## src/logic/ome_pkg.sv

```systemverilog
// constants for the oscillator force-on request bank
// Function
// - secondary force-on bit 3 keeps secondary oscillator running at selected power level
// - with bit 3 clear, other modules may still switch the secondary oscillator on
// - converter RC force-on bit 2 keeps that oscillator running regardless of requests
// - with bit 2 clear, converter RC runs only while another module asks
// - frequency code 110 is 32 MHz, 101 is 16 MHz, 111 reserved
// - each oscillator ready flag is one only when enabled and usable
package ome_pkg;
	localparam int unsigned ADDR_W = 4;
	localparam logic [ADDR_W-1:0] OFS_FORCE = 4'h0;
	localparam logic [ADDR_W-1:0] OFS_FREQ = 4'h4;
	localparam logic [ADDR_W-1:0] OFS_READY = 4'h8;
	localparam logic [ADDR_W-1:0] OFS_POWER = 4'hC;
	localparam int unsigned BIT_EXT = 7;
	localparam int unsigned BIT_FAST = 6;
	localparam int unsigned BIT_MID = 5;
	localparam int unsigned BIT_SLOW = 4;
	localparam int unsigned BIT_SEC = 3;
	localparam int unsigned BIT_CONV = 2;
	localparam int unsigned OSC_LO = 2;
	localparam int unsigned OSC_HI = 7;
	localparam logic [5:0] FORCE_RST = 6'h00;
	localparam logic [2:0] FREQ_RESERVED = 3'h7;
	localparam logic [2:0] FREQ_RST = 3'h6;
	localparam logic [1:0] RESP_OKAY = 2'h0;
	localparam logic [1:0] RESP_SLVERR = 2'h2;
	localparam logic [31:0] DATA_ZERO = 32'h0000_0000;
	typedef enum logic [2:0] {
		OME_F1, OME_F2, OME_F4, OME_F8, OME_F12, OME_F16, OME_F32, OME_FRSV
	} ome_freq_t;

	// nominal frequency in MHz per code; reserved code reads as zero
	function automatic logic [5:0] ome_freq_mhz(input logic [2:0] code);
		case (ome_freq_t'(code))
			OME_F1: ome_freq_mhz = 6'h01;
			OME_F2: ome_freq_mhz = 6'h02;
			OME_F4: ome_freq_mhz = 6'h04;
			OME_F8: ome_freq_mhz = 6'h08;
			OME_F12: ome_freq_mhz = 6'h0C;
			OME_F16: ome_freq_mhz = 6'h10;
			OME_F32: ome_freq_mhz = 6'h20;
			default: ome_freq_mhz = 6'h00;
		endcase
	endfunction : ome_freq_mhz
endpackage : ome_pkg

```

## src/logic/ome_oscillator_enable.sv

```systemverilog
// oscillator force-on request bank with an AXI4-Lite register port
`timescale 1ns/1ns
module ome_oscillator_enable import ome_pkg::*; (
	input wire logic aclk,
	input wire logic aresetn,
	input wire logic ce,
	input wire logic [ADDR_W-1:0] s_axi_awaddr,
	input wire logic s_axi_awvalid,
	output logic s_axi_awready,
	input wire logic [31:0] s_axi_wdata,
	input wire logic [3:0] s_axi_wstrb,
	input wire logic s_axi_wvalid,
	output logic s_axi_wready,
	output logic [1:0] s_axi_bresp,
	output logic s_axi_bvalid,
	input wire logic s_axi_bready,
	input wire logic [ADDR_W-1:0] s_axi_araddr,
	input wire logic s_axi_arvalid,
	output logic s_axi_arready,
	output logic [31:0] s_axi_rdata,
	output logic [1:0] s_axi_rresp,
	output logic s_axi_rvalid,
	input wire logic s_axi_rready,
	input wire logic [OSC_HI:OSC_LO] module_osc_request,
	input wire logic [OSC_HI:OSC_LO] osc_usable,
	output logic [OSC_HI:OSC_LO] osc_run,
	output logic [OSC_HI:OSC_LO] osc_ready,
	output logic [2:0] fast_osc_freq_code,
	output logic [5:0] fast_osc_freq_mhz,
	output logic secondary_osc_power_select
);
	logic [OSC_HI:OSC_LO] force_r;
	logic [OSC_HI:OSC_LO] run_r;
	logic [OSC_HI:OSC_LO] ready_r;
	logic [2:0] freq_r;
	logic [5:0] mhz_r;
	logic power_r;
	logic awready_r, wready_r, bvalid_r, arready_r, rvalid_r;
	logic aw_full_r, w_full_r;
	logic [ADDR_W-1:0] waddr_r;
	logic [31:0] wdata_r;
	logic wlane0_r;
	logic [1:0] bresp_r, rresp_r;
	logic [31:0] rdata_r;

	wire aw_take = s_axi_awvalid && awready_r;
	wire w_take = s_axi_wvalid && wready_r;
	wire wr_do = aw_full_r && w_full_r && !bvalid_r;
	wire wr_lane = wr_do && wlane0_r;
	wire wr_force = wr_lane && (waddr_r == OFS_FORCE);
	wire wr_freq = wr_lane && (waddr_r == OFS_FREQ) && (wdata_r[2:0] != FREQ_RESERVED);
	wire wr_power = wr_lane && (waddr_r == OFS_POWER);
	wire wr_hit = (waddr_r == OFS_FORCE) || (waddr_r == OFS_FREQ) || (waddr_r == OFS_POWER);
	wire ar_take = s_axi_arvalid && arready_r;
	wire rd_hit = (s_axi_araddr == OFS_FORCE) || (s_axi_araddr == OFS_FREQ) ||
		(s_axi_araddr == OFS_READY) || (s_axi_araddr == OFS_POWER);
	// the two low bits of the force register are never stored, so they read zero
	wire [31:0] rd_mux = (s_axi_araddr == OFS_FORCE) ? {24'h00_0000, force_r, 2'h0} :
		(s_axi_araddr == OFS_FREQ) ? {29'h0000_0000, freq_r} :
		(s_axi_araddr == OFS_READY) ? {24'h00_0000, ready_r, 2'h0} :
		(s_axi_araddr == OFS_POWER) ? {31'h0000_0000, power_r} : DATA_ZERO;
	wire [OSC_HI:OSC_LO] run_nxt = force_r | module_osc_request;

	// write channels are taken independently, committed once both are held
	always_ff @(posedge aclk) begin
		if (!aresetn) begin
			awready_r <= 1'b0;
			wready_r <= 1'b0;
			aw_full_r <= 1'b0;
			w_full_r <= 1'b0;
			bvalid_r <= 1'b0;
			bresp_r <= RESP_OKAY;
			waddr_r <= OFS_FORCE;
			wdata_r <= DATA_ZERO;
			wlane0_r <= 1'b0;
		end else if (ce) begin
			if (aw_take) begin
				aw_full_r <= 1'b1;
				awready_r <= 1'b0;
				waddr_r <= s_axi_awaddr;
			end else if (!aw_full_r && !bvalid_r) begin
				awready_r <= 1'b1;
			end
			if (w_take) begin
				w_full_r <= 1'b1;
				wready_r <= 1'b0;
				wdata_r <= s_axi_wdata;
				wlane0_r <= s_axi_wstrb[0];
			end else if (!w_full_r && !bvalid_r) begin
				wready_r <= 1'b1;
			end
			if (wr_do) begin
				bvalid_r <= 1'b1;
				bresp_r <= wr_hit ? RESP_OKAY : RESP_SLVERR;
				aw_full_r <= 1'b0;
				w_full_r <= 1'b0;
			end else if (bvalid_r && s_axi_bready) begin
				bvalid_r <= 1'b0;
			end
		end
	end

	always_ff @(posedge aclk) begin
		if (!aresetn) begin
			arready_r <= 1'b0;
			rvalid_r <= 1'b0;
			rdata_r <= DATA_ZERO;
			rresp_r <= RESP_OKAY;
		end else if (ce) begin
			if (ar_take) begin
				arready_r <= 1'b0;
				rvalid_r <= 1'b1;
				rdata_r <= rd_mux;
				rresp_r <= rd_hit ? RESP_OKAY : RESP_SLVERR;
			end else if (rvalid_r && s_axi_rready) begin
				rvalid_r <= 1'b0;
			end else if (!rvalid_r) begin
				arready_r <= 1'b1;
			end
		end
	end

	always_ff @(posedge aclk) begin
		if (!aresetn) begin
			force_r <= FORCE_RST;
			freq_r <= FREQ_RST;
			power_r <= 1'b0;
		end else if (ce) begin
			if (wr_force) begin
				force_r <= wdata_r[OSC_HI:OSC_LO];
			end
			if (wr_freq) begin
				freq_r <= wdata_r[2:0];
			end
			if (wr_power) begin
				power_r <= wdata_r[0];
			end
		end
	end

	// oscillator run and ready; a start-up delay is the usable input's concern
	always_ff @(posedge aclk) begin
		if (!aresetn) begin
			run_r <= FORCE_RST;
			ready_r <= FORCE_RST;
			mhz_r <= 6'h00;
		end else if (ce) begin
			run_r <= run_nxt;
			ready_r <= run_r & osc_usable;
			mhz_r <= ome_freq_mhz(freq_r);
		end
	end

	assign s_axi_awready = awready_r;
	assign s_axi_wready = wready_r;
	assign s_axi_bvalid = bvalid_r;
	assign s_axi_bresp = bresp_r;
	assign s_axi_arready = arready_r;
	assign s_axi_rvalid = rvalid_r;
	assign s_axi_rdata = rdata_r;
	assign s_axi_rresp = rresp_r;
	assign osc_run = run_r;
	assign osc_ready = ready_r;
	assign fast_osc_freq_code = freq_r;
	assign fast_osc_freq_mhz = mhz_r;
	// secondary drive level follows the power select whenever it runs
	assign secondary_osc_power_select = power_r;
endmodule : ome_oscillator_enable

```

## config.mk

```make
export PLATFORM = sky130hd
export DESIGN_NAME = ome_oscillator_enable
export DESIGN_NICKNAME = d
export VERILOG_FILES = /design/src/logic/ome_pkg.sv /design/src/logic/ome_oscillator_enable.sv
export SDC_FILE = /design/constraint.sdc
export NUM_CORES = 1
export LEC_CHECK = 0
export ABC_AREA = 1
export BUFFER_PORTS_ARGS = -buffer_cell sky130_fd_sc_hd__buf_4
export CAP_MARGIN = 15
export CORE_ASPECT_RATIO = 0.6
export CORE_MARGIN = 8
export CORE_UTILIZATION = 35
export CTS_CLUSTER_DIAMETER = 40
export CTS_CLUSTER_SIZE = 30
export DETAILED_ROUTE_END_ITERATION = 12
export GPL_TIMING_DRIVEN = 0
export PLACE_DENSITY = 0.73
export RECOVER_POWER = 100
export SETUP_SLACK_MARGIN = 0.3
export SLEW_MARGIN = 0
export SYNTH_ARGS = -nofsm -noshare
export SYNTH_HDL_FRONTEND = slang
export SYNTH_SLANG_ARGS = --single-unit
```

## constraint.sdc

```tcl
create_clock -name aclk -period 1.2 [get_ports aclk]
set_input_delay 0.06 -clock aclk [delete_from_list [all_inputs] [get_ports aclk]]
set_output_delay 0.06 -clock aclk [all_outputs]
set_load 0.005 [all_outputs]
```

## Word level (Yosys, flattened, before mapping)

Cells that the tools add are included.

- Register bits after elaboration: 84
- Logic and storage cells: 102
- Bits of input ports: 64
- Output and inout port bits: 63

- Bitwise logic cells: 2
- Equal/unequal tests: 14
- Mux-type cells: 22
- Reduce and logical (&&, ||, !) cells: 45

Operators by type and width:

| operator | count |
|---|---|
| 6-bit case mux with 7 select lines | 1 |
| 2-bit AND reduction | 13 |
| 8-bit two-way mux | 3 |
| 1-bit two-way mux | 16 |
| 1-bit logical AND | 14 |
| 4-bit equality test, second input constant | 3 |
| 2-bit nonzero test | 6 |
| 3-bit equality test, second input constant | 3 |
| 4-bit by 3-bit equality test with 1-bit output, second input constant | 2 |
| 4-bit logical NOT | 2 |
| 6-bit bitwise AND | 1 |
| 3-bit by 2-bit equality test with 1-bit output, second input constant | 2 |
| 6-bit OR | 1 |
| 1-bit logical OR | 5 |
| 2-bit two-way mux | 2 |
| 3-bit by 1-bit equality test with 1-bit output, second input constant | 1 |
| 1-bit logical NOT | 3 |
| 3-bit logical NOT | 1 |
| 3-bit inequality test, second input constant | 1 |
| 3-bit AND reduction | 1 |
| 2-bit by 1-bit inequality test with 1-bit output, second input constant | 1 |
| 2-bit inequality test, second input constant | 1 |

## Longest topological paths before layout

- Word-level depth: 6
- Mapped depth: 8
- Depth with buffers taken out: 7

## Worst setup path before layout

No wires, ideal clock.

- Kind: reg2reg
- From: register waddr_r[0]
- To: register force_r[4] (netlist bit)
- Stages on the path, launching flop included: 8
- Period minus slack after synthesis: 1060 ps
- Path slack: 140 ps
- Arrival time: 947 ps
- Library setup time: 113 ps
- Data required time: 1087 ps
- Path buffers: 1
- Path through: dfxtp_1 > nor2_2 > nand3_2 > nor2_4 > buf_6 > nand2_1 > nand2_1 > nor2_1

- Longest elaborated chain between the ends: 3

RTL lines:

| what | line | RTL |
|---|---|---|
| from (decl) | ome_oscillator_enable.sv:40 | `logic [ADDR_W-1:0] waddr_r;` |
| from (signal assigned) | ome_oscillator_enable.sv:80 | `waddr_r <= s_axi_awaddr;` |
| 4-bit logical NOT | ome_oscillator_enable.sv:50 | `wire wr_force = wr_lane && (waddr_r == OFS_FORCE);` |
| 1-bit logical AND | ome_oscillator_enable.sv:50 |  |
| 2-bit AND reduction (no line) | -- |  |
| to (signal assigned) | ome_oscillator_enable.sv:130 | `force_r <= wdata_r[OSC_HI:OSC_LO];` |
| to (decl) | ome_oscillator_enable.sv:32 | `logic [OSC_HI:OSC_LO] force_r;` |

Every way passes these cells.
A chain may end at the register's enable or synchronous reset.

## Final worst setup path

- From: register aw_full_r
- To: register force_r[5] (netlist bit)

- Longest elaborated chain between the ends: 5

RTL lines:

| what | line | RTL |
|---|---|---|
| from (decl) | ome_oscillator_enable.sv:39 | `logic aw_full_r, w_full_r;` |
| from (signal assigned) | ome_oscillator_enable.sv:69 | `aw_full_r <= 1'b0;` |
| from (signal assigned) | ome_oscillator_enable.sv:78 | `aw_full_r <= 1'b1;` |
| from (signal assigned) | ome_oscillator_enable.sv:95 | `aw_full_r <= 1'b0;` |
| 1-bit logical AND (2 in a row) | ome_oscillator_enable.sv:48 | `wire wr_do = aw_full_r && w_full_r && !bvalid_r;` |
| 1-bit logical AND | ome_oscillator_enable.sv:49 | `wire wr_lane = wr_do && wlane0_r;` |
| 1-bit logical AND | ome_oscillator_enable.sv:50 |  |
| 2-bit AND reduction (no line) | -- |  |

Every way passes these cells.

==> summary.md <==
| Metric | Value |
|---|---|
| Outcome | `finished with violations` |
| Failing checks | `negative setup slack` |
| Clock Skew | `5.928 ps` |
| Metal3 WL | `765 um` |
| Aggregate routed wire length | `8676 um` |
| Routed len/inst | `14.58 um` |
| Vias in the first global route | `2596` |
| Hold Crit Class | `primary input to flop` |
| Critical path's most frequent cell | `nand2_4` |
| Die area | `10550 sq um` |
| Setup WS pre-CTS | `47.94 ps` |
| Area Growth Syn to Fin | `62.73%` |
| Fill count | `640` |
| Gr ovfl total | `0` |
| Final Critical Period | `1205 ps` |
| Slew Limit Fails | `0` |
| First-pass GRT wire length | `13050 um` |
| Crit-path cells | `nand2_4 -> nor2_4 -> nand3_2 -> nor2_4 -> buf_6 -> nand2_4 -> nand2_4 -> nor2_2` |
| Io pins | `127` |
| Total track usage | `15.50%` |
| Int Pwr | `4.175 mW` |
| CTS Buffer Depth | `2` |
| Synth Cell Area | `2605 sq um` |
| Layout cells sized above 1 | `43.38%` |
| DRT antenna net count | `0` |
| Clock latency on the worst-skew pair | `320 ps` |
| CP Max Fanout | `5` |
| DP HPWL | `5961 um` |
| Worst-Margin Slew | `580.6 ps` |
| Commonest cells after routing, fill and taps aside | `89 x buf_4, 48 x nand2_1, 38 x dfxtp_1, 36 x nor2_1, 29 x a21oi_1` |
| DR top layer | `met4` |
| Area taken by multi-input logic gates | `1306 sq um` |
| Clock buffer count from CTS | `9` |
| Startpoint types | `flop` |
| Critical Path Source | `aw_full_r$_SDFFE_PN0P_` |
| Routed vias | `2726` |
| Comb power frac | `12.2%` |
| Sw Share | `22.44%` |
| H-tree lvl count | `3` |
| Most common cell after layout, fill and taps aside | `buf_4` |
| CP delay by family, top | `simple AND/OR/NAND/NOR gates` |
| Root Buffer | `clkbuf_16` |
| Port Buffers | `71` |
| CORE AREA | `7237 sq um` |
| Final nets | `550` |
| Reg power frac | `38.2%` |
| Seq. cell area | `1199 sq um` |
| Row cnt | `24` |
| Pleak | `1.934 nW` |
| Distinct cell type count after synthesis | `23` |
| Die W | `127.4 um` |
| Initial core utilization | `36.00%` |
| Critical Path Slowest Stage Cell | `dfxtp_2` |
| WHS | `2.362 ps` |
| Clock share of power | `49.6%` |
| PD cells | `1270 nW/um^2` |
| Syn avg cell area | `7.422 sq um` |
| Routed wl met2 | `3971 um` |
| Inserted Diodes | `0` |
| Final period util | `100.4%` |
| CTS tree | `built` |
| Sequential-to-total area share from yosys stat | `44.57%` |
| Worst Setup Path Type | `flop to flop` |
| Largest net degree at the start of global routing | `11` |
| Post-route worst setup slack | `-5.069 ps` |
| CP arrival | `1410 ps` |
| 1st-pass router iterations | `5` |
| Worst vdd ir | `0.0007048 V` |
| Top cells by area, synth | `dfxtp_1 45%, nand2_1 8.5%, buf_4 7.5%, a21oi_1 7.3%, o21ai_0 6.0%` |
| Hold_sp | `s_axi_wdata[0]` |
| Final Hold Vio Count | `0` |
| Critical Path Max Stage Delay | `370 ps` |
| Yosys synthesis warning count | `0` |
| Clock input transition at the sequential cells of the worst setup and hold paths | `50 ps` |
| DR iter-0 viols | `184` |
| Setup_tns | `-5.069 ps` |
| Slew HR | `61.30%` |
| CP Buf/Inv Count | `1` |
| Final Setup Violations | `1` |
| Max Freq | `829.8 MHz` |
| RSZ-0062 raised after global routing | `yes` |
| Flip-flop and latch count after synthesis | `58` |
| Chip height | `82.83 um` |
| Remaining DRCs | `0` |
| Sw power | `1.208 mW` |
| Post-Syn Instances | `351` |
| R2R Path Start | `aw_full_r$_SDFFE_PN0P_` |
| Clock Sinks | `58` |
| Area leader, netlist | `dfxtp_1` |
| Worst setup EP type | `flop` |
| Yosys top cell area share | `44.57%` |
| CP required | `1410 ps` |
| DRT met1 WL | `3822 um` |
| GPL Wtd Cong | `0.8224` |
| DR vias/cell | `4.582` |
| Initial antenna violation count | `0` |
| Max_cap viols | `0` |
worst paths after layout:
check                       endpoint  slack [ps]  cells past startpoint
max          force_r[5]$_SDFFE_PN0P_          -5                      8
max reg2reg  force_r[5]$_SDFFE_PN0P_          -5                      8
min          wdata_r[0]$_SDFFE_PN0P_           2                      3
min reg2reg  wdata_r[7]$_SDFFE_PN0P_         460                      2
synthesized netlist by cell type:
master and instances:
conb_1 1, buf_1 2, dfxtp_1 58, a21oi_1 38
o21ai_0 31, clkbuf_1 2, o21a_1 5, buf_6 3
nand3_2 2, nand3_1 25, nor2_2 1, buf_4 26
inv_2 1, inv_1 32, nor3_1 6, buf_2 10
nor2_4 2, nand3_4 1, nor2_1 38, nor3_2 1
nand2_2 1, nand2_1 59, nand4_1 6
power groups by stage:
| stage | Combinational (mW) | Sequential, mW | Clock (mW) |
|---|---|---|---|
| 2_1_floorplan | 0.286 | 2.08 | 0 |
| 3_3_place_gp | 0.513 | 2.09 | 0 |
| 3_5_place_dp | 0.520 | 2.09 | 0 |
| 4_1_cts | 0.586 | 2.05 | 2.69 |
| 5_1_grt | 0.719 | 2.06 | 2.79 |
| 6_report | 0.657 | 2.06 | 2.67 |
tightest hold or removal path: cells and delay by family:
kind	cells	cell delay (ps)
AO/OA/AOI/OAI	2	150
buffers and inverters	1	80
layer usage:
layer	global-route usage (%)	vias to the layer above
met5	0	-
met4	5.478	0
met3	6.569	11
met2	23.21	105
met1	19.43	1246
li1	-	1364
through the flow:
step / utilization, % / power (mW) / instances / area, sq um
after floorplan: - / 2.371 / 376 / 2715
after global placement: 46.68 / 2.601 / 551 / 3378
after detailed placement: 46.68 / 2.611 / 551 / 3378
after CTS: 55.22 / 5.326 / 589 / 3996
after global routing: 58.58 / 5.571 / 595 / 4239
final: 58.58 / 5.384 / 595 / 4239
sequential cells by signal, indices dropped and copies added (netlist names), 3 cells and up:
signal              count
s_axi_rdata             8
osc_ready               6
fast_osc_freq_mhz       6
wdata_r                 8
fast_osc_freq_code      3
force_r                 6
osc_run                 6
waddr_r                 4
logic make-up (layout without fill, tap and decap cells):
logic type / count (synthesis) / in the layout / share of synthesized area, %
AOI/OAI and AO/OA: 74 / 74 / 14.70
DFF: 58 / 58 / 44.57
other: 1 / 26 / 0.1440
and+or+nand+nor: 142 / 142 / 24.54
buffers and inverters: 76 / 191 / 16.04
final cells by class:
cell class / count / share of cell area (%)
plain buffers: 43 / 7.497
clock buffers: 15 / 6.789
clock inverters: 1 / 0.7084
inverters: 33 / 3.335
multi-input cells: 242 / 30.81
flip-flops and latches: 58 / 28.28
well taps: 104 / 3.070
repair buffers: 99 / 19.51
repair_timing:
action	in CTS	in global routing
resized for setup	36	76
endpoints found under the hold margin	11	0
pin swaps	12	18
endpoints found under the setup margin	38	52
hold buffers	11	0
buffers inserted	9	4
cloned	2	2
Note: power is estimated with default switching activity, not from simulation.
